===== config.mk =====
export PLATFORM = sky130hd
export DESIGN_NAME = sarseq_top
export DESIGN_NICKNAME = d
export VERILOG_FILES = /design/src/rtl/sarseq_pkg.sv /design/src/rtl/sarseq_sar.sv /design/src/rtl/sarseq_top.sv
export SDC_FILE = /design/constraint.sdc
export NUM_CORES = 1
export LEC_CHECK = 0
export ABC_CLOCK_PERIOD_IN_PS = 2700
export BUFFER_PORTS_ARGS = -buffer_cell sky130_fd_sc_hd__buf_2
export CAP_MARGIN = 20
export CORE_ASPECT_RATIO = 0.75
export CORE_UTILIZATION = 25
export DETAILED_ROUTE_END_ITERATION = 6
export GPL_TIMING_DRIVEN = 0
export PLACE_DENSITY = 0.54
export SLEW_MARGIN = 20
export SYNTH_ARGS = -nofsm -noshare
export SYNTH_HDL_FRONTEND = slang
export SYNTH_HIERARCHICAL = 1
export SYNTH_SLANG_ARGS = --single-unit

===== constraint.sdc =====
create_clock -name clk_i -period 2.7 [get_ports clk_i]
set_input_delay 0.135 -clock clk_i [delete_from_list [all_inputs] [get_ports clk_i]]
set_output_delay 0.135 -clock clk_i [all_outputs]
set_load 0.02 [all_outputs]

===== src/rtl/sarseq_pkg.sv =====
// constants and types for the successive-approximation converter sequencer
`default_nettype none
package sarseq_pkg;
  localparam int unsigned CLK_HZ        = 20_000_000;
  localparam int unsigned SAMPLE_MIN_NS = 1000;
  localparam int unsigned SETTLE_MIN_NS = 500;
  localparam int unsigned SAMPLE_MIN_CYC =
    (SAMPLE_MIN_NS * (CLK_HZ / 1_000_000) + 999) / 1000;
  localparam int unsigned SETTLE_MIN_CYC =
    (SETTLE_MIN_NS * (CLK_HZ / 1_000_000) + 999) / 1000;
  localparam int unsigned CONV_DIV   = 6;
  localparam int unsigned CONV_STEPS = 12;
  localparam int unsigned RESULT_W   = 10;
  localparam int unsigned CHAN_W     = 4;
  localparam int unsigned NUM_CHAN   = 12;
  localparam int unsigned TIMER_W    = 16;
  localparam int unsigned PHASE_W    = 8;
  localparam int unsigned DIV_W      = 3;
  localparam int unsigned STEP_W     = 4;
  localparam logic [CHAN_W-1:0]   CHAN_RST    = 4'h0;
  localparam logic [RESULT_W-1:0] RESULT_RST  = 10'h000;
  localparam logic [RESULT_W-1:0] TRIAL_FIRST = 10'h200;
  localparam logic [TIMER_W-1:0]  CAPTURE_RST = 16'h0000;

  typedef enum logic [1:0] {
    SARSEQ_IDLE,
    SARSEQ_SAMPLE,
    SARSEQ_SETTLE,
    SARSEQ_CONVERT
  } sarseq_state_t;

  // drive toward multiplexer, sample-and-hold and DAC core
  typedef struct packed {
    logic                mux_en;
    logic [CHAN_W-1:0]   mux_sel;
    logic                track;
    logic                core_en;
    logic                ref_buf_en;
    logic [RESULT_W-1:0] trial;
  } sarseq_analog_t;

  typedef struct packed {
    logic [RESULT_W-1:0] value;
    logic [CHAN_W-1:0]   channel;
  } sarseq_result_t;
endpackage
`default_nettype wire


===== src/rtl/sarseq_sar.sv =====
// successive-approximation register stepping one bit per conversion clock
`timescale 1ns/1ps
`default_nettype none
module sarseq_sar (
  input  wire logic                              clk_i,
  input  wire logic                              rst_i,
  input  wire logic                              run_i,
  input  wire logic                              tick_i,
  input  wire logic                              cmp_i,
  output logic        [sarseq_pkg::RESULT_W-1:0] trial_o,
  output logic        [sarseq_pkg::RESULT_W-1:0] result_o,
  output logic                                   done_o
);
  import sarseq_pkg::*;

  logic [STEP_W-1:0]   step_reg,   step_next;
  logic [RESULT_W-1:0] trial_reg,  trial_next;
  logic [RESULT_W-1:0] result_reg, result_next;
  logic                done_reg,   done_next;

  always_comb begin
    step_next   = step_reg;
    trial_next  = trial_reg;
    result_next = result_reg;
    done_next   = 1'b0;
    if (!run_i) begin
      step_next  = '0;
      trial_next = '0;
    end else if (tick_i) begin
      // twelve steps: set msb, resolve ten bits, deliver
      step_next = step_reg + 4'h1;
      if (step_reg == 4'h0) begin
        trial_next = TRIAL_FIRST;
      end else if (step_reg <= 4'(RESULT_W)) begin
        // keep or drop current bit, try the next lower one
        for (int b = 0; b < RESULT_W; b++) begin
          if (b == RESULT_W - int'(step_reg)) begin
            trial_next[b] = cmp_i;
            if (b > 0) begin
              trial_next[b-1] = 1'b1;
            end
          end
        end
      end else if (step_reg == 4'(CONV_STEPS - 1)) begin
        result_next = trial_reg;
        done_next   = 1'b1;
        step_next   = '0;
        trial_next  = '0;
      end
    end
  end

  always_ff @(posedge clk_i or posedge rst_i) begin
    if (rst_i) begin
      step_reg   <= '0;
      trial_reg  <= '0;
      result_reg <= RESULT_RST;
      done_reg   <= 1'b0;
    end else begin
      step_reg   <= step_next;
      trial_reg  <= trial_next;
      result_reg <= result_next;
      done_reg   <= done_next;
    end
  end

  assign trial_o  = trial_reg;
  assign result_o = result_reg;
  assign done_o   = done_reg;
endmodule
`default_nettype wire


===== src/rtl/sarseq_top.sv =====
// converter sequencer: start, sampling, settling, conversion and capture
`timescale 1ns/1ps
`default_nettype none
module sarseq_top (
  input  wire logic                               clk_i,
  input  wire logic                               rst_i,
  input  wire logic                               start_wr_i,
  input  wire logic                               pwm_trigger_i,
  input  wire logic                               converter_enable_bit_i,
  input  wire logic                               reference_enable_bit_i,
  input  wire logic                               convert_on_read_bit_i,
  input  wire logic                               channel_wr_i,
  input  wire logic        [sarseq_pkg::CHAN_W-1:0]  channel_data_i,
  input  wire logic        [sarseq_pkg::CHAN_W-1:0]  max_channel_i,
  input  wire logic        [sarseq_pkg::PHASE_W-1:0] sample_cycles_i,
  input  wire logic        [sarseq_pkg::PHASE_W-1:0] settle_cycles_i,
  input  wire logic                               result_read_i,
  input  wire logic                               irq_clear_i,
  input  wire logic        [sarseq_pkg::TIMER_W-1:0] first_timer_i,
  input  wire logic                               comparator_i,
  output logic                                    busy_o,
  output logic                                    irq_o,
  output sarseq_pkg::sarseq_analog_t              analog_o,
  output sarseq_pkg::sarseq_result_t              result_o,
  output logic             [sarseq_pkg::CHAN_W-1:0]  channel_select_field_o,
  output logic             [sarseq_pkg::TIMER_W-1:0] timer_capture_o
);
  import sarseq_pkg::*;

  function automatic logic chan_valid(input logic [CHAN_W-1:0] c);
    return c < 4'(NUM_CHAN);
  endfunction

  sarseq_state_t       state_reg,   state_next;
  logic [PHASE_W-1:0]  cnt_reg,     cnt_next;
  logic [DIV_W-1:0]    div_reg,     div_next;
  logic [CHAN_W-1:0]   chan_reg,    chan_next;
  logic [TIMER_W-1:0]  cap_reg,     cap_next;
  logic                trig_reg,    busy_reg,  busy_next;
  logic                irq_reg,     irq_next;
  logic [2:0]          cmp_sync_reg;
  logic                cmp_reg,     cmp_next;
  sarseq_analog_t      ana_reg,     ana_next;
  sarseq_result_t      res_reg,     res_next;
  logic                tick, trig_pulse, cor_read, start_any, sample_end, settle_end;
  logic [PHASE_W-1:0]  samp_len, sett_len;
  logic [RESULT_W-1:0] sar_trial, sar_result;
  logic                sar_done;

  sarseq_sar u_sar (
    .clk_i    (clk_i),
    .rst_i    (rst_i),
    .run_i    (state_reg == SARSEQ_CONVERT),
    .tick_i   (tick),
    .cmp_i    (cmp_reg),
    .trial_o  (sar_trial),
    .result_o (sar_result),
    .done_o   (sar_done)
  );

  always_comb begin
    tick       = (div_reg == 3'(CONV_DIV - 1));
    div_next   = tick ? '0 : div_reg + 3'h1;
    trig_pulse = pwm_trigger_i && !trig_reg;
    cor_read   = result_read_i && convert_on_read_bit_i;
    // only a written one, a trigger edge or a read with convert-on-read set starts; disabled ignores all
    start_any  = converter_enable_bit_i && (start_wr_i || trig_pulse || cor_read);
    samp_len   = (sample_cycles_i < 8'(SAMPLE_MIN_CYC)) ? 8'(SAMPLE_MIN_CYC)
                                                         : sample_cycles_i;
    sett_len   = (settle_cycles_i < 8'(SETTLE_MIN_CYC)) ? 8'(SETTLE_MIN_CYC)
                                                         : settle_cycles_i;
    sample_end = (state_reg == SARSEQ_SAMPLE) && (cnt_reg + 8'h1 >= samp_len);
    settle_end = (state_reg == SARSEQ_SETTLE) && (cnt_reg + 8'h1 >= sett_len);
    // comparator decision taken once the last two sync stages agree
    cmp_next   = (cmp_sync_reg[1] == cmp_sync_reg[2]) ? cmp_sync_reg[2] : cmp_reg;
  end

  always_comb begin
    state_next = state_reg;
    cnt_next   = cnt_reg + 8'h1;
    chan_next  = chan_reg;
    cap_next   = cap_reg;
    res_next   = res_reg;
    irq_next   = irq_reg;
    if (channel_wr_i) begin
      chan_next = channel_data_i;
    end else if (cor_read && converter_enable_bit_i) begin
      chan_next = (chan_reg == max_channel_i) ? '0 : chan_reg + 4'h1;
    end
    if (!converter_enable_bit_i) begin
      state_next = SARSEQ_IDLE;
      cnt_next   = '0;
    end else if (start_any) begin
      state_next = SARSEQ_SAMPLE;
      cnt_next   = '0;
    end else begin
      unique case (state_reg)
        SARSEQ_IDLE: begin
          cnt_next = '0;
        end
        SARSEQ_SAMPLE: begin
          if (sample_end) begin
            state_next = SARSEQ_SETTLE;
            cnt_next   = '0;
            cap_next   = first_timer_i;
          end
        end
        SARSEQ_SETTLE: begin
          if (settle_end) begin
            state_next = SARSEQ_CONVERT;
            cnt_next   = '0;
          end
        end
        SARSEQ_CONVERT: begin
          cnt_next = '0;
          if (sar_done) begin
            state_next    = SARSEQ_IDLE;
            res_next.value   = sar_result;
            res_next.channel = ana_reg.mux_sel;
          end
        end
      endcase
    end
    // set wins over clear; disable leaves it alone
    if (irq_clear_i) begin
      irq_next = 1'b0;
    end
    if (state_reg == SARSEQ_CONVERT && sar_done) begin
      irq_next = 1'b1;
    end
    busy_next = (state_next != SARSEQ_IDLE);
    ana_next            = ana_reg;
    ana_next.core_en    = converter_enable_bit_i;
    ana_next.ref_buf_en = reference_enable_bit_i;
    ana_next.track      = (state_next == SARSEQ_SAMPLE);
    ana_next.trial      = sar_trial;
    if (start_any) begin
      ana_next.mux_sel = chan_next;
      ana_next.mux_en  = chan_valid(chan_next);
    end else if (state_next == SARSEQ_IDLE) begin
      ana_next.mux_en  = 1'b0;
    end
  end

  always_ff @(posedge clk_i or posedge rst_i) begin
    if (rst_i) begin
      state_reg    <= SARSEQ_IDLE;
      cnt_reg      <= '0;
      div_reg      <= '0;
      chan_reg     <= CHAN_RST;
      cap_reg      <= CAPTURE_RST;
      trig_reg     <= 1'b0;
      busy_reg     <= 1'b0;
      irq_reg      <= 1'b0;
      cmp_sync_reg <= '0;
      cmp_reg      <= 1'b0;
      ana_reg      <= '0;
      res_reg      <= '0;
    end else begin
      state_reg    <= state_next;
      cnt_reg      <= cnt_next;
      div_reg      <= div_next;
      chan_reg     <= chan_next;
      cap_reg      <= cap_next;
      trig_reg     <= pwm_trigger_i;
      busy_reg     <= busy_next;
      irq_reg      <= irq_next;
      cmp_sync_reg <= {cmp_sync_reg[1:0], comparator_i};
      cmp_reg      <= cmp_next;
      ana_reg      <= ana_next;
      res_reg      <= res_next;
    end
  end

  assign busy_o                 = busy_reg;
  assign irq_o                  = irq_reg;
  assign analog_o               = ana_reg;
  assign result_o               = res_reg;
  assign channel_select_field_o = chan_reg;
  assign timer_capture_o        = cap_reg;

  // checks
  localparam int CONV_LO = int'((CONV_STEPS - 1) * CONV_DIV) + 2;
  localparam int CONV_HI = int'(CONV_STEPS * CONV_DIV) + 1;
  logic [7:0] conv_cnt_reg;
  logic [7:0] samp_cnt_reg;
  logic [7:0] sett_cnt_reg;
  always_ff @(posedge clk_i or posedge rst_i) begin
    if (rst_i) begin
      conv_cnt_reg <= '0;
      samp_cnt_reg <= '0;
      sett_cnt_reg <= '0;
    end else begin
      conv_cnt_reg <= (state_reg == SARSEQ_CONVERT) ? conv_cnt_reg + 8'h1 : 8'h0;
      // consecutive cycles per phase, apart from the phase counter
      samp_cnt_reg <= (state_reg != SARSEQ_SAMPLE) ? 8'h00
                    : (samp_cnt_reg == 8'hFF) ? 8'hFF : samp_cnt_reg + 8'h1;
      sett_cnt_reg <= (state_reg != SARSEQ_SETTLE) ? 8'h00
                    : (sett_cnt_reg == 8'hFF) ? 8'hFF : sett_cnt_reg + 8'h1;
    end
  end
endmodule
`default_nettype wire

After elaboration in Yosys (flattened, before gate mapping)
Index checks and enable logic that the tools add are counted.
Storage, ports and cells
  output and inout bits: 54
  register bits after elaboration: 97
  logic and storage cells: 155
  input port bits: 51
Cells by class
  bitwise logic cells: 3
  magnitude comparators: 6
  eq/ne operators: 29
  mux-type cells: 50
  add/subtract/negate cells: 5
  reductions and logical operators: 31
Operator list (count)
  $eq A3 B32 Y1 const A: 4
  $eq A2 B32 Y1 const A: 2
  $eq A4 B32 Y1 const A: 2
  $mux W10: 5
  $mux W8: 6
  $ne A5 B5 Y1 const B: 9
  $mux W2: 18
  $eq A1 B32 Y1 const A: 1
  $logic_not A32 Y1: 1
  $mux W4: 8
  $reduce_and A3 Y1: 10
  $pmux W8 S3: 1
  $ge A8 B8 Y1: 2
  $mux W1: 10
  $add A4 B1 Y4 const B: 2
  $add A8 B1 Y8 const B: 1
  $lt A8 B4 Y1 const B: 1
  $lt A8 B5 Y1 const B: 1
  $ne A4 B4 Y1 const B: 2
  $reduce_and A4 Y1: 2
  $logic_and A1 B1 Y1: 7
  $pmux W2 S3: 1
  $reduce_bool A2 Y1: 3
  $reduce_and A5 Y1: 1
  other kinds (18): 24

Logic depth before layout (Yosys ltp)
Gate-level depths: netlist of run 1.
  word-level depth: 20
  gate-level depth with buffers: 11

By module
Netlist of run 1, hierarchy kept.
Modules (own cells, without submodules)
  sarseq_top: times used 1, cells each 265, area each 3309.4 sq um
  sarseq_sar: times used 1, cells each 142, area each 1539.0 sq um

Worst setup path before layout of run 1
No wires, ideal clock.
  kind: register -> register
  from: register cnt_reg[0]
  to: register cap_reg[0], in the netlist timer_capture_o[0]
  arrival time: 2609 ps
  data required time: 2575 ps
  clock period less this slack: 2734 ps
  setup slack: -34 ps
  cell stages (with the launch flop): 11
  cells stage by stage: dfrtp_1 > and3_1 > nand3_1 > or2_2 > xnor2_1 > ha_1 > nand4_1 > o311ai_4 > nand4_4 > buf_6 > mux2_4
On the way
  longest elaborated chain between the ends: 4
RTL lines
  from (decl): RTL line sarseq_top.sv:35  | logic [PHASE_W-1:0] cnt_reg, cnt_next;
  from (signal assigned): RTL line sarseq_top.sv:161  | cnt_reg <= cnt_next;
  $add A8 B1 Y8: RTL line sarseq_top.sv:72  | sample_end = (state_reg == SARSEQ_SAMPLE) && (cnt_reg + 8'h1 >= samp_len);
  $ge A8 B8 Y1: RTL line sarseq_top.sv:72
  $logic_and A1 B1 Y1: RTL line sarseq_top.sv:72
  $reduce_and A4 Y1 (no line)
  to (signal assigned): RTL line sarseq_top.sv:164  | cap_reg <= cap_next;
  to (decl): RTL line sarseq_top.sv:38  | logic [TIMER_W-1:0] cap_reg, cap_next;
No other way between the ends.
A chain may end at the register's enable or synchronous reset.

Worst setup path after layout of run 1
  from: register cnt_reg[4]
  to: register cap_reg[6], in the netlist timer_capture_o[6]
Same word-level chain as after synthesis.

==> impl_metrics.json, run 1 <==
{
  "ctsLongestPathBuffers": 2,
  "cts-root-buf": "clkbuf_16",
  "row_count": 43,
  "synth_top_family_by_area": "compound AO/OA/AOI/OAI gates",
  "ys_ff_latch": 97,
  "status": "completed",
  "synth-compound-area-share_pct": 13.2,
  "numCtsBuffers": 9,
  "final_util_pct": 33.9,
  "antenna_left": 0,
  "required_ns": 2.93,
  "synth_mux_area_share_pct": 11.4,
  "mappedNetlistNets": 482,
  "hpwl_mm": 8.17,
  "fin_crit_ns": 2.60,
  "place.gp.congestion": 0.859,
  "synth_top_cells_by_count": "dfrtp_1 (97), inv_1 (33), nand2_1 (26), ha_1 (24), mux2_2 (23)",
  "grt.overflow.total": 0,
  "drcViolationCount": 0,
  "dr_wl_met3_um": 545,
  "io_pins": 105,
  "port_buffers": 103,
  "final_hold_viol_count": 0,
  "setup.worst_path.class": "reg -> reg",
  "diodes": 0,
  "synthXorXnorAreaFrac_pct": 1.99,
  "clk_pin_slew_ns": 0.07,
  "crit_arrival_ns": 2.83,
  "cts_tree": "yes",
  "drtIter0Drc": 135,
  "syn2layout_area_growth_pct": 30.9,
  "relSlewSlack_pct": 56.9,
  "antenna_found_initial": 0,
  "first_pass_iters": 4,
  "crit_fanout": 5,
  "grt_pass1_vias": 3600,
  "die_x_um": 163,
  "vias": 3558,
  "power.density_nw_per_um2": 521,
  "syn-cell-area_sq_um": 4850,
  "syn_area_per_cell_sq_um": 11.9,
  "synth-edff-count": 0,
  "worst_pin_slew_ns": 0.641,
  "grt_max_degree": 47,
  "synth_area_leaders": "dfrtp_1 (50%), ha_1 (6.2%), mux2_4 (5.6%), mux2_2 (5.3%), inv_1 (2.6%)",
  "netlist.area_leader.share_pct": 50.1,
  "clock_sinks": 97,
  "viasPerCell": 4.50,
  "fin_worst_skew_ns": 0.00367,
  "synth_top_cell_by_area": "dfrtp_1",
  "netlist_instances": 407,
  "dieArea_sq_um": 20000,
  "synthDistinctLibCells": 65,
  "fin_cells": 791,
  "clock_latency_ns": 0.34,
  "die_h_um": 123,
  "largest_reg_flops": 18,
  "power.leakage_nw": 3.20,
  "drv_cap": 0,
  "synthAdderAreaFrac_pct": 6.40,
  "synth-simple-area-share_pct": 12.4,
  "start_kind": "flop",
  "wirelength_mm": 11.3,
  "drv_slew": 0,
  "rsz0062_at_grt": "yes",
  "h-tree-depth": 3,
  "highest_layer": "met4",
  "final.period_utilization_pct": 96.4,
  "setup_viol": 0,
  "coreArea_sq_um": 18700,
  "yosysMostFrequentCell": "dfrtp_1",
  "yosysWarnings": 6,
  "yosysSeqAreaShare_pct": 50.1,
  "ys.flop_type": "dfrtp_1",
  "hold_class": "in -> reg",
  "grt_usage_pct": 11.5,
  "ir_worst_vdd_mv": 0.285,
  "synthArstFlopShare_pct": 100,
  "wl_met2_mm": 5.25,
  "placed_cells": 758,
  "cp-end-kind": "flop",
  "start_util_pct": 25.9,
  "wl_met1_mm": 5.42,
  "grt_first_pass_wirelength_mm": 18.0,
  "drive_gt1_share_pct": 39.5,
  "nets": 614,
  "drt-wirelength-per-cell_um": 14.3,
  "max_freq_ghz": 0.384
}
-- power breakdown --
| part | switching [mW] | total, mW | internal (mW) |
|---|---|---|---|
| logic | 0.169 | 0.290 | 0.121 |
| clock network | 0.561 | 1.49 | 0.934 |
| registers | 0.0331 | 1.52 | 1.49 |
-- area by class of cell --
type	instances	area (sq um)
fill	1836	12400
sequential	97	2430
multi-input combinational	265	2310
timing repair buffer	121	712
tap	247	309
clock buffer	10	239
inverter	33	126
clock inverter	6	113
buffer	12	109
-- cells in the final DEF (no fill, tap or decap), drive strengths merged, types with 3 or more instances in the layout --
cell / count
dfrtp: 97
and3: 3
nor3: 5
clkinv: 3
mux2: 42
and2: 5
a311oi: 6
buf: 127
nor3b: 8
xnor2: 9
nand2b: 9
a21oi: 19
and4: 3
nor2b: 3
ha: 24
a211oi: 6
nor2: 15
o211ai: 3
nand2: 27
bufinv: 3
nand3: 8
dlygate4sd3: 5
clkbuf: 11
a221oi: 4
inv: 33
a31oi: 4
o21ai: 19
nand4: 5
-- path summary, 6_finish.rpt --
| path | from | depth (start not counted) | slack [ns] | to |
|---|---|---|---|---|
| max reg2reg | cnt_reg[4] | 10 | 0.1 | timer_capture_o[6] |
| max | cnt_reg[4] | 10 | 0.1 | timer_capture_o[6] |
| min reg2reg | cmp_sync_reg[0] | 0 | 0.36 | cmp_sync_reg[1] |
| max in group asynchronous | rst_i | 4 | 1.78 | analog_o[8] |
| min | irq_clear_i | 2 | 0.02 | irq_o |
| min in group asynchronous | rst_i | 3 | 0.33 | u_sar/result_o[6] |
-- cells by family (layout without fill, tap and decap cells) --
logic type,after synthesis,in the layout
mux,43,43
simple gates,102,102
flops,97,97
fa+ha+maj,25,25
xor+xnor,11,11
buf+inv,45,182
compound gates,84,84
-- critical path, cell delays in order (launching register included) --
cell and delay [ns]:
dfrtp_1 0.37, and3_4 0.19, nand3_4 0.08, or2_4 0.27, xnor2_4 0.14, ha_4 0.28, nand4_1 0.14, o311ai_4 0.31
nand4_4 0.20, clkbuf_16 0.23, mux2_4 0.29
-- through the flow --
stage	setup WS (ns)	power, mW	setup TNS (ns)	instance area, sq um	hold WS, ns
floorplan	0.00428	1.71	0	4850	0.162
global placement	-0.363	1.81	-20.83	5680	0.252
detailed placement	-0.409	1.83	-6.56	5710	0.162
CTS	0.00310	3.35	0	6270	0.00259
global route	-0.0331	3.45	-0.0971	6350	0.00265
finish	0.0975	3.31	0	6350	0.0170
-- what timing repair did --
action / in CTS / in global routing
setup buffers: 9 / 1
cloned: 1 / 0
hold endpoints to repair: 29 / 1
setup endpoints to repair: 25 / 24
gates resized for setup: 14 / 10
pin swaps: 7 / 2
hold buffers: 4 / 1
-- layer usage --
layer | global-route usage, % | vias to the layer above
li1 | - | 1725
met1 | 15.3 | 1739
met2 | 18.8 | 81
met3 | 2.94 | 13
met4 | 2.86 | 0
met5 | 0 | -
(Power assumes the default switching activity.)
==> inputs of run 2 (changes only) <==
--- a/config.mk
+++ b/config.mk
@@ -8,11 +8,13 @@
 export ABC_CLOCK_PERIOD_IN_PS = 2700
 export BUFFER_PORTS_ARGS = -buffer_cell sky130_fd_sc_hd__buf_2
 export CAP_MARGIN = 20
+export CELL_PAD_IN_SITES_DETAIL_PLACEMENT = 1
+export CELL_PAD_IN_SITES_GLOBAL_PLACEMENT = 1
 export CORE_ASPECT_RATIO = 0.75
 export CORE_UTILIZATION = 25
 export DETAILED_ROUTE_END_ITERATION = 6
 export GPL_TIMING_DRIVEN = 0
-export PLACE_DENSITY = 0.54
+export PLACE_DENSITY = 0.63
 export SLEW_MARGIN = 20
 export SYNTH_ARGS = -nofsm -noshare
 export SYNTH_HDL_FRONTEND = slang
==> run 2 against run 1 <==
Against the previous run:
- combinational power about the same
- clock power down 15%
- global-route usage up 1.0 points
- highest routed layer unchanged
==> impl_metrics.json, run 2 (same netlist as run 1, synthesis figures left out) <==
{
  "power.leakage_nw": 3.17,
  "placed_cells": 758,
  "switching_share_pct": 26.5,
  "reg2reg_depth": 10,
  "ctsLongestPathBuffers": 2,
  "fin_worst_skew_ns": 0.00761,
  "final.period_utilization_pct": 99.3,
  "first_pass_iters": 4,
  "holdPathEnd": "irq_o",
  "drcViolationCount": 0,
  "io_pins": 105,
  "start_kind": "flop",
  "required_ns": 2.93,
  "drt-wirelength-per-cell_um": 15.4,
  "nets": 615,
  "p_seq_share_pct": 49.4,
  "antenna_found_initial": 0,
  "row_count": 43,
  "power.internal_mw": 2.26,
  "worstReg2RegStart": "cnt_reg[1]",
  "fin_crit_ns": 2.68,
  "final_util_pct": 33.4,
  "crit_fanout": 5,
  "antenna_left": 0,
  "p_switching_uw": 816,
  "diodes": 0,
  "coreArea_sq_um": 18700,
  "final.setup.worst_slack_ns": 0.0182,
  "hold_ws_ns": 0.000820,
  "clockPowerShare_pct": 41.1,
  "die_x_um": 163,
  "dieArea_sq_um": 20000,
  "cts-root-buf": "clkbuf_16",
  "final_hold_viol_count": 0,
  "fin_cells": 792,
  "cts_tree": "yes",
  "viasPerCell": 4.57,
  "grt_pass1_vias": 3859,
  "numCtsBuffers": 9,
  "min_path_cells": 2,
  "worst-r2r-setup-slack_ns": 0.02,
  "clock_latency_ns": 0.34,
  "r2r_end": "timer_capture_o[1]",
  "hpwl_mm": 9.11,
  "grt_usage_pct": 12.6,
  "final_common_cell": "buf_2",
  "hold_class": "in -> reg",
  "place.gp.congestion": 0.800,
  "crit_start": "cnt_reg[1]",
  "setup_viol": 0,
  "crit_arrival_ns": 2.91,
  "cp-end-kind": "flop",
  "port_buffers": 103,
  "grt_first_pass_wirelength_mm": 19.8,
  "max_freq_ghz": 0.373,
  "ir_worst_vdd_mv": 0.249,
  "relSlewSlack_pct": 57.9,
  "worst_pin_slew_ns": 0.625,
  "clk_pin_slew_ns": 0.07,
  "vias": 3621,
  "syn2layout_area_growth_pct": 29.1,
  "drive_gt1_share_pct": 39.4,
  "h-tree-depth": 3,
  "wirelength_mm": 12.2,
  "grt.overflow.total": 0,
  "start_util_pct": 25.9,
  "final_cell_mix": "buf_2 (108), dfrtp_1 (96), inv_1 (31)",
  "setup.worst_path.class": "reg -> reg",
  "die_h_um": 123,
  "power.density_nw_per_um2": 491,
  "rsz0062_at_grt": "yes",
  "largest_reg_flops": 18,
  "clock_sinks": 97,
  "p_comb_share_pct": 9.5,
  "drtIter0Drc": 205,
  "dp_slack_ns": -0.409,
  "drv_cap": 0,
  "min_from": "irq_clear_i",
  "grt_max_degree": 56,
  "status": "completed",
  "fillers": 2084,
  "drv_slew": 0
}
run 2: changes by cell type in the layout (fill, tap and decap cells not counted), moves of 2 or more:
| cell | before | now |
|---|---|---|
| buf_4 | 10 | 13 |
| bufinv_16 | 3 | 0 |
| ha_1 | 21 | 23 |
| inv_8 | 0 | 2 |
| nor3b_1 | 6 | 4 |
| nor3b_2 | 2 | 4 |
| xor2_1 | 0 | 2 |
| xor2_2 | 2 | 0 |
run 2: timing repair:
item / CTS / global route
hold endpoints to repair: 21 / 0
cloned: 1 / 0
setup buffers: 10 / 2
pin swaps: 9 / 1
hold buffers: 5 / 0
resized for setup: 13 / 5
setup endpoints to repair: 26 / 25
run 2: cell type report:
cell class	count	area, sq um	share of cell area [%]
Inverter	33	126	2.02
Sequential cell	97	2430	38.8
Buffer	12	109	1.74
Timing Repair Buffer	122	708	11.3
Multi-Input combinational cell	265	2280	36.4
Clock buffer	9	225	3.60
Clock inverter	7	72.6	1.16
Tap cell	247	309	4.94
run 2: stage by stage:
| stage | total power [mW] | instance area [sq um] | setup TNS, ns |
|---|---|---|---|
| 4_1_cts | 3.12 | 6230 | -0.0980 |
| 5_1_grt | 3.21 | 6260 | -2.29 |
| 3_3_place_gp | 1.82 | 5680 | -22.58 |
| 2_1_floorplan | 1.71 | 4850 | 0 |
| 6_report | 3.08 | 6260 | 0 |
| 3_5_place_dp | 1.83 | 5710 | -6.74 |
run 2: power groups by stage:
| stage | Sequential (mW) | Combinational [mW] | Clock, mW |
|---|---|---|---|
| final | 1.52 | 0.292 | 1.26 |
| after global routing | 1.53 | 0.328 | 1.36 |
| after CTS | 1.52 | 0.296 | 1.31 |
| after detailed placement | 1.55 | 0.284 | 0 |
| after global placement | 1.55 | 0.269 | 0 |
| after floorplan | 1.58 | 0.128 | 0 |
run 2: routing by layer:
layer | part of all wire (%) | vias to the layer above | GRT usage [%] | wire (um)
li1 | - | 1723 | - | -
met1 | 46 | 1815 | 17.0 | 5590
met5 | 0 | - | 0 | 0
met3 | 4.4 | 10 | 3.11 | 539
met2 | 49 | 73 | 20.3 | 5910
met4 | 1.1 | 0 | 2.80 | 130
run 2: critical path, stage by stage (launching register included):
cell       delay [ns]
dfrtp_1          0.37
and3_4           0.20
nand3_4          0.08
or2_4            0.27
xnor2_4          0.16
ha_4             0.28
nand4_1          0.15
o311ai_4         0.33
nand4_4          0.21
clkbuf_16        0.23
mux2_4           0.29
run 2: worst max-delay path by stage:
| stage | endpoint | depth (start not counted) |
|---|---|---|
| finish | timer_capture_o[1] | 10 |
| floorplan | timer_capture_o[0] | 10 |
| detailed placement | timer_capture_o[9] | 10 |
| CTS | timer_capture_o[3] | 9 |
| global route | cnt_reg[4] | 12 |
| global placement | timer_capture_o[7] | 10 |
==> inputs of run 3 (changes only) <==
==> constraint.sdc (replaced) <==
create_clock -name clk_i -period 2.7 [get_ports clk_i]
set_input_delay 0.405 -clock clk_i [delete_from_list [all_inputs] [get_ports clk_i]]
set_output_delay 0.405 -clock clk_i [all_outputs]
set_load 0.02 [all_outputs]
==> run 3 against run 2 <==
Against the previous run:
- hold slack better by 0.017 ns
- critical path type unchanged
- design area is 0.62% lower
- non-clock buffer count is 5 lower
- clock skew about the same
==> impl_metrics.json, run 3 (same netlist as run 1, synthesis figures left out) <==
{
  "diodes": 0,
  "max_freq_ghz": 0.371,
  "final_cell_mix": "buf_2 (108), dfrtp_1 (96), inv_1 (31)",
  "drive_gt1_share_pct": 40.2,
  "crit_fanout": 8,
  "final.period_utilization_pct": 99.8,
  "worstReg2RegStart": "cnt_reg[0]",
  "die_h_um": 123,
  "postCtsHoldBufs": 0,
  "worst_pin_slew_ns": 0.562,
  "final_hold_viol_count": 0,
  "wl_met2_mm": 5.84,
  "grt_usage_pct": 12.5,
  "clock_sinks": 97,
  "drcViolationCount": 0,
  "ir_worst_vdd_mv": 0.249,
  "finalPower_mw": 3.07,
  "path_cells": "ha_1, nand3_2, nor2_2, xor2_1, ha_1, nand2_1, a2bb2oi_2, o311ai_4, buf_4, buf_4, o32a_2, nor3b_1",
  "setup_tns_ns": 0,
  "cts-root-buf": "clkbuf_16",
  "fin_cells": 787,
  "hpwl_mm": 9.11,
  "viasPerCell": 4.56,
  "place.gp.congestion": 0.800,
  "drtIter0Drc": 203,
  "grt_first_pass_wirelength_mm": 19.7,
  "dieArea_sq_um": 20000,
  "fin_crit_ns": 2.69,
  "grt_max_degree": 56,
  "start_kind": "flop",
  "coreArea_sq_um": 18700,
  "start_util_pct": 25.9,
  "required_ns": 2.95,
  "drv_cap": 0,
  "power.leakage_nw": 3.15,
  "syn2layout_area_growth_pct": 28.3,
  "setup_viol": 0,
  "crit_arrival_ns": 2.95,
  "h-tree-depth": 3,
  "reg2reg_depth": 12,
  "grt_pass1_vias": 3831,
  "vias": 3588,
  "relSlewSlack_pct": 62.5,
  "cp-end-kind": "flop",
  "nets": 610,
  "ctsLongestPathBuffers": 2,
  "first_pass_iters": 4,
  "cts_tree": "yes",
  "slowest_stage": "dfrtp_2",
  "grt.overflow.total": 0,
  "crit_start": "cnt_reg[0]",
  "die_x_um": 163,
  "setup.worst_path.class": "reg -> reg",
  "numCtsBuffers": 9,
  "antenna_left": 0,
  "placed_cells": 758,
  "largest_reg_flops": 18,
  "antenna_found_initial": 0,
  "hold_class": "in -> async",
  "final_common_cell": "buf_2",
  "dr_wl_met3_um": 542,
  "wl_met1_mm": 5.65,
  "hold_ws_ns": 0.0178,
  "status": "completed",
  "row_count": 43,
  "port_buffers": 103,
  "io_pins": 105,
  "fin_worst_skew_ns": 0.00794,
  "drv_slew": 0,
  "power.density_nw_per_um2": 494,
  "final_util_pct": 33.2,
  "clock_latency_ns": 0.34,
  "clk_pin_slew_ns": 0.07,
  "highest_layer": "met4",
  "wirelength_mm": 12.2,
  "rsz0062_at_grt": "yes",
  "max_stage_delay_ns": 0.38,
  "drt-wirelength-per-cell_um": 15.5
}
[run 3: cell types whose count changed in the layout (fill, tap and decap cells not counted)]
cell,before,now
dlygate4sd3_1,5,0
nor3_1,5,4
nor3_2,0,1
nor4_1,1,0
nor4_2,0,1
o21ai_0,19,18
o21ai_1,0,1
[run 3: worst max-delay path: cells and delay by family, from the launching register on]
kind	cells	cell delay [ns]
AO/OA/AOI/OAI	3	0.60
XOR/XNOR	1	0.24
adder cells (fa/ha/maj)	2	0.51
buffers and inverters	2	0.29
flip-flops	1	0.38
AND/OR/NAND/NOR	4	0.60
[run 3: worst paths after layout]
| path | slack [ns] | to |
|---|---|---|
| worst max-delay path | 0.006 | cnt_reg[3] |
| worst min-delay path | 0.02 | analog_o[8] |
| worst max register to register | 0.006 | cnt_reg[3] |
| worst min register to register | 0.36 | cmp_sync_reg[1] |
| max in group asynchronous | 2.12 | cnt_reg[0] |
| min in group clk_i | 0.17 | cmp_sync_reg[0] |
[run 3: final cells by class]
class                           instances  area [sq um]
Tap cell                              247           309
Multi-Input combinational cell        265          2290
Clock inverter                          7          72.6
Timing Repair Buffer                  117           658
Buffer                                 12           109
Clock buffer                            9           225
Sequential cell                        97          2430
Fill cell                            2089         12500
Inverter                               33           126
[run 3: stage by stage]
stage / setup WS, ns / instance area [sq um]
after global routing: -0.147 / 6220
final: 0.00627 / 6220
after global placement: -0.520 / 5680
after CTS: -0.0231 / 6180
after detailed placement: -0.409 / 5710
after floorplan: 0.00428 / 4850
[run 3: what timing repair did]
| action | in CTS | in global routing |
|---|---|---|
| resized for setup | 14 | 7 |
| pin swaps | 9 | 1 |
| buffers inserted | 10 | 2 |
| cloned | 1 | 0 |
| setup endpoints to repair | 26 | 25 |
[run 3: report_power, final]
part,internal [mW],switching (mW)
Combinational,0.115,0.173
Sequential,1.49,0.0320
Clock,0.653,0.613
[run 3: routing by layer]
layer / track usage, % / up-vias
met2: 20.1 / 68
met1: 17.0 / 1794
met4: 2.80 / 0
li1: - / 1715
met3: 3.11 / 11
met5: 0 / -
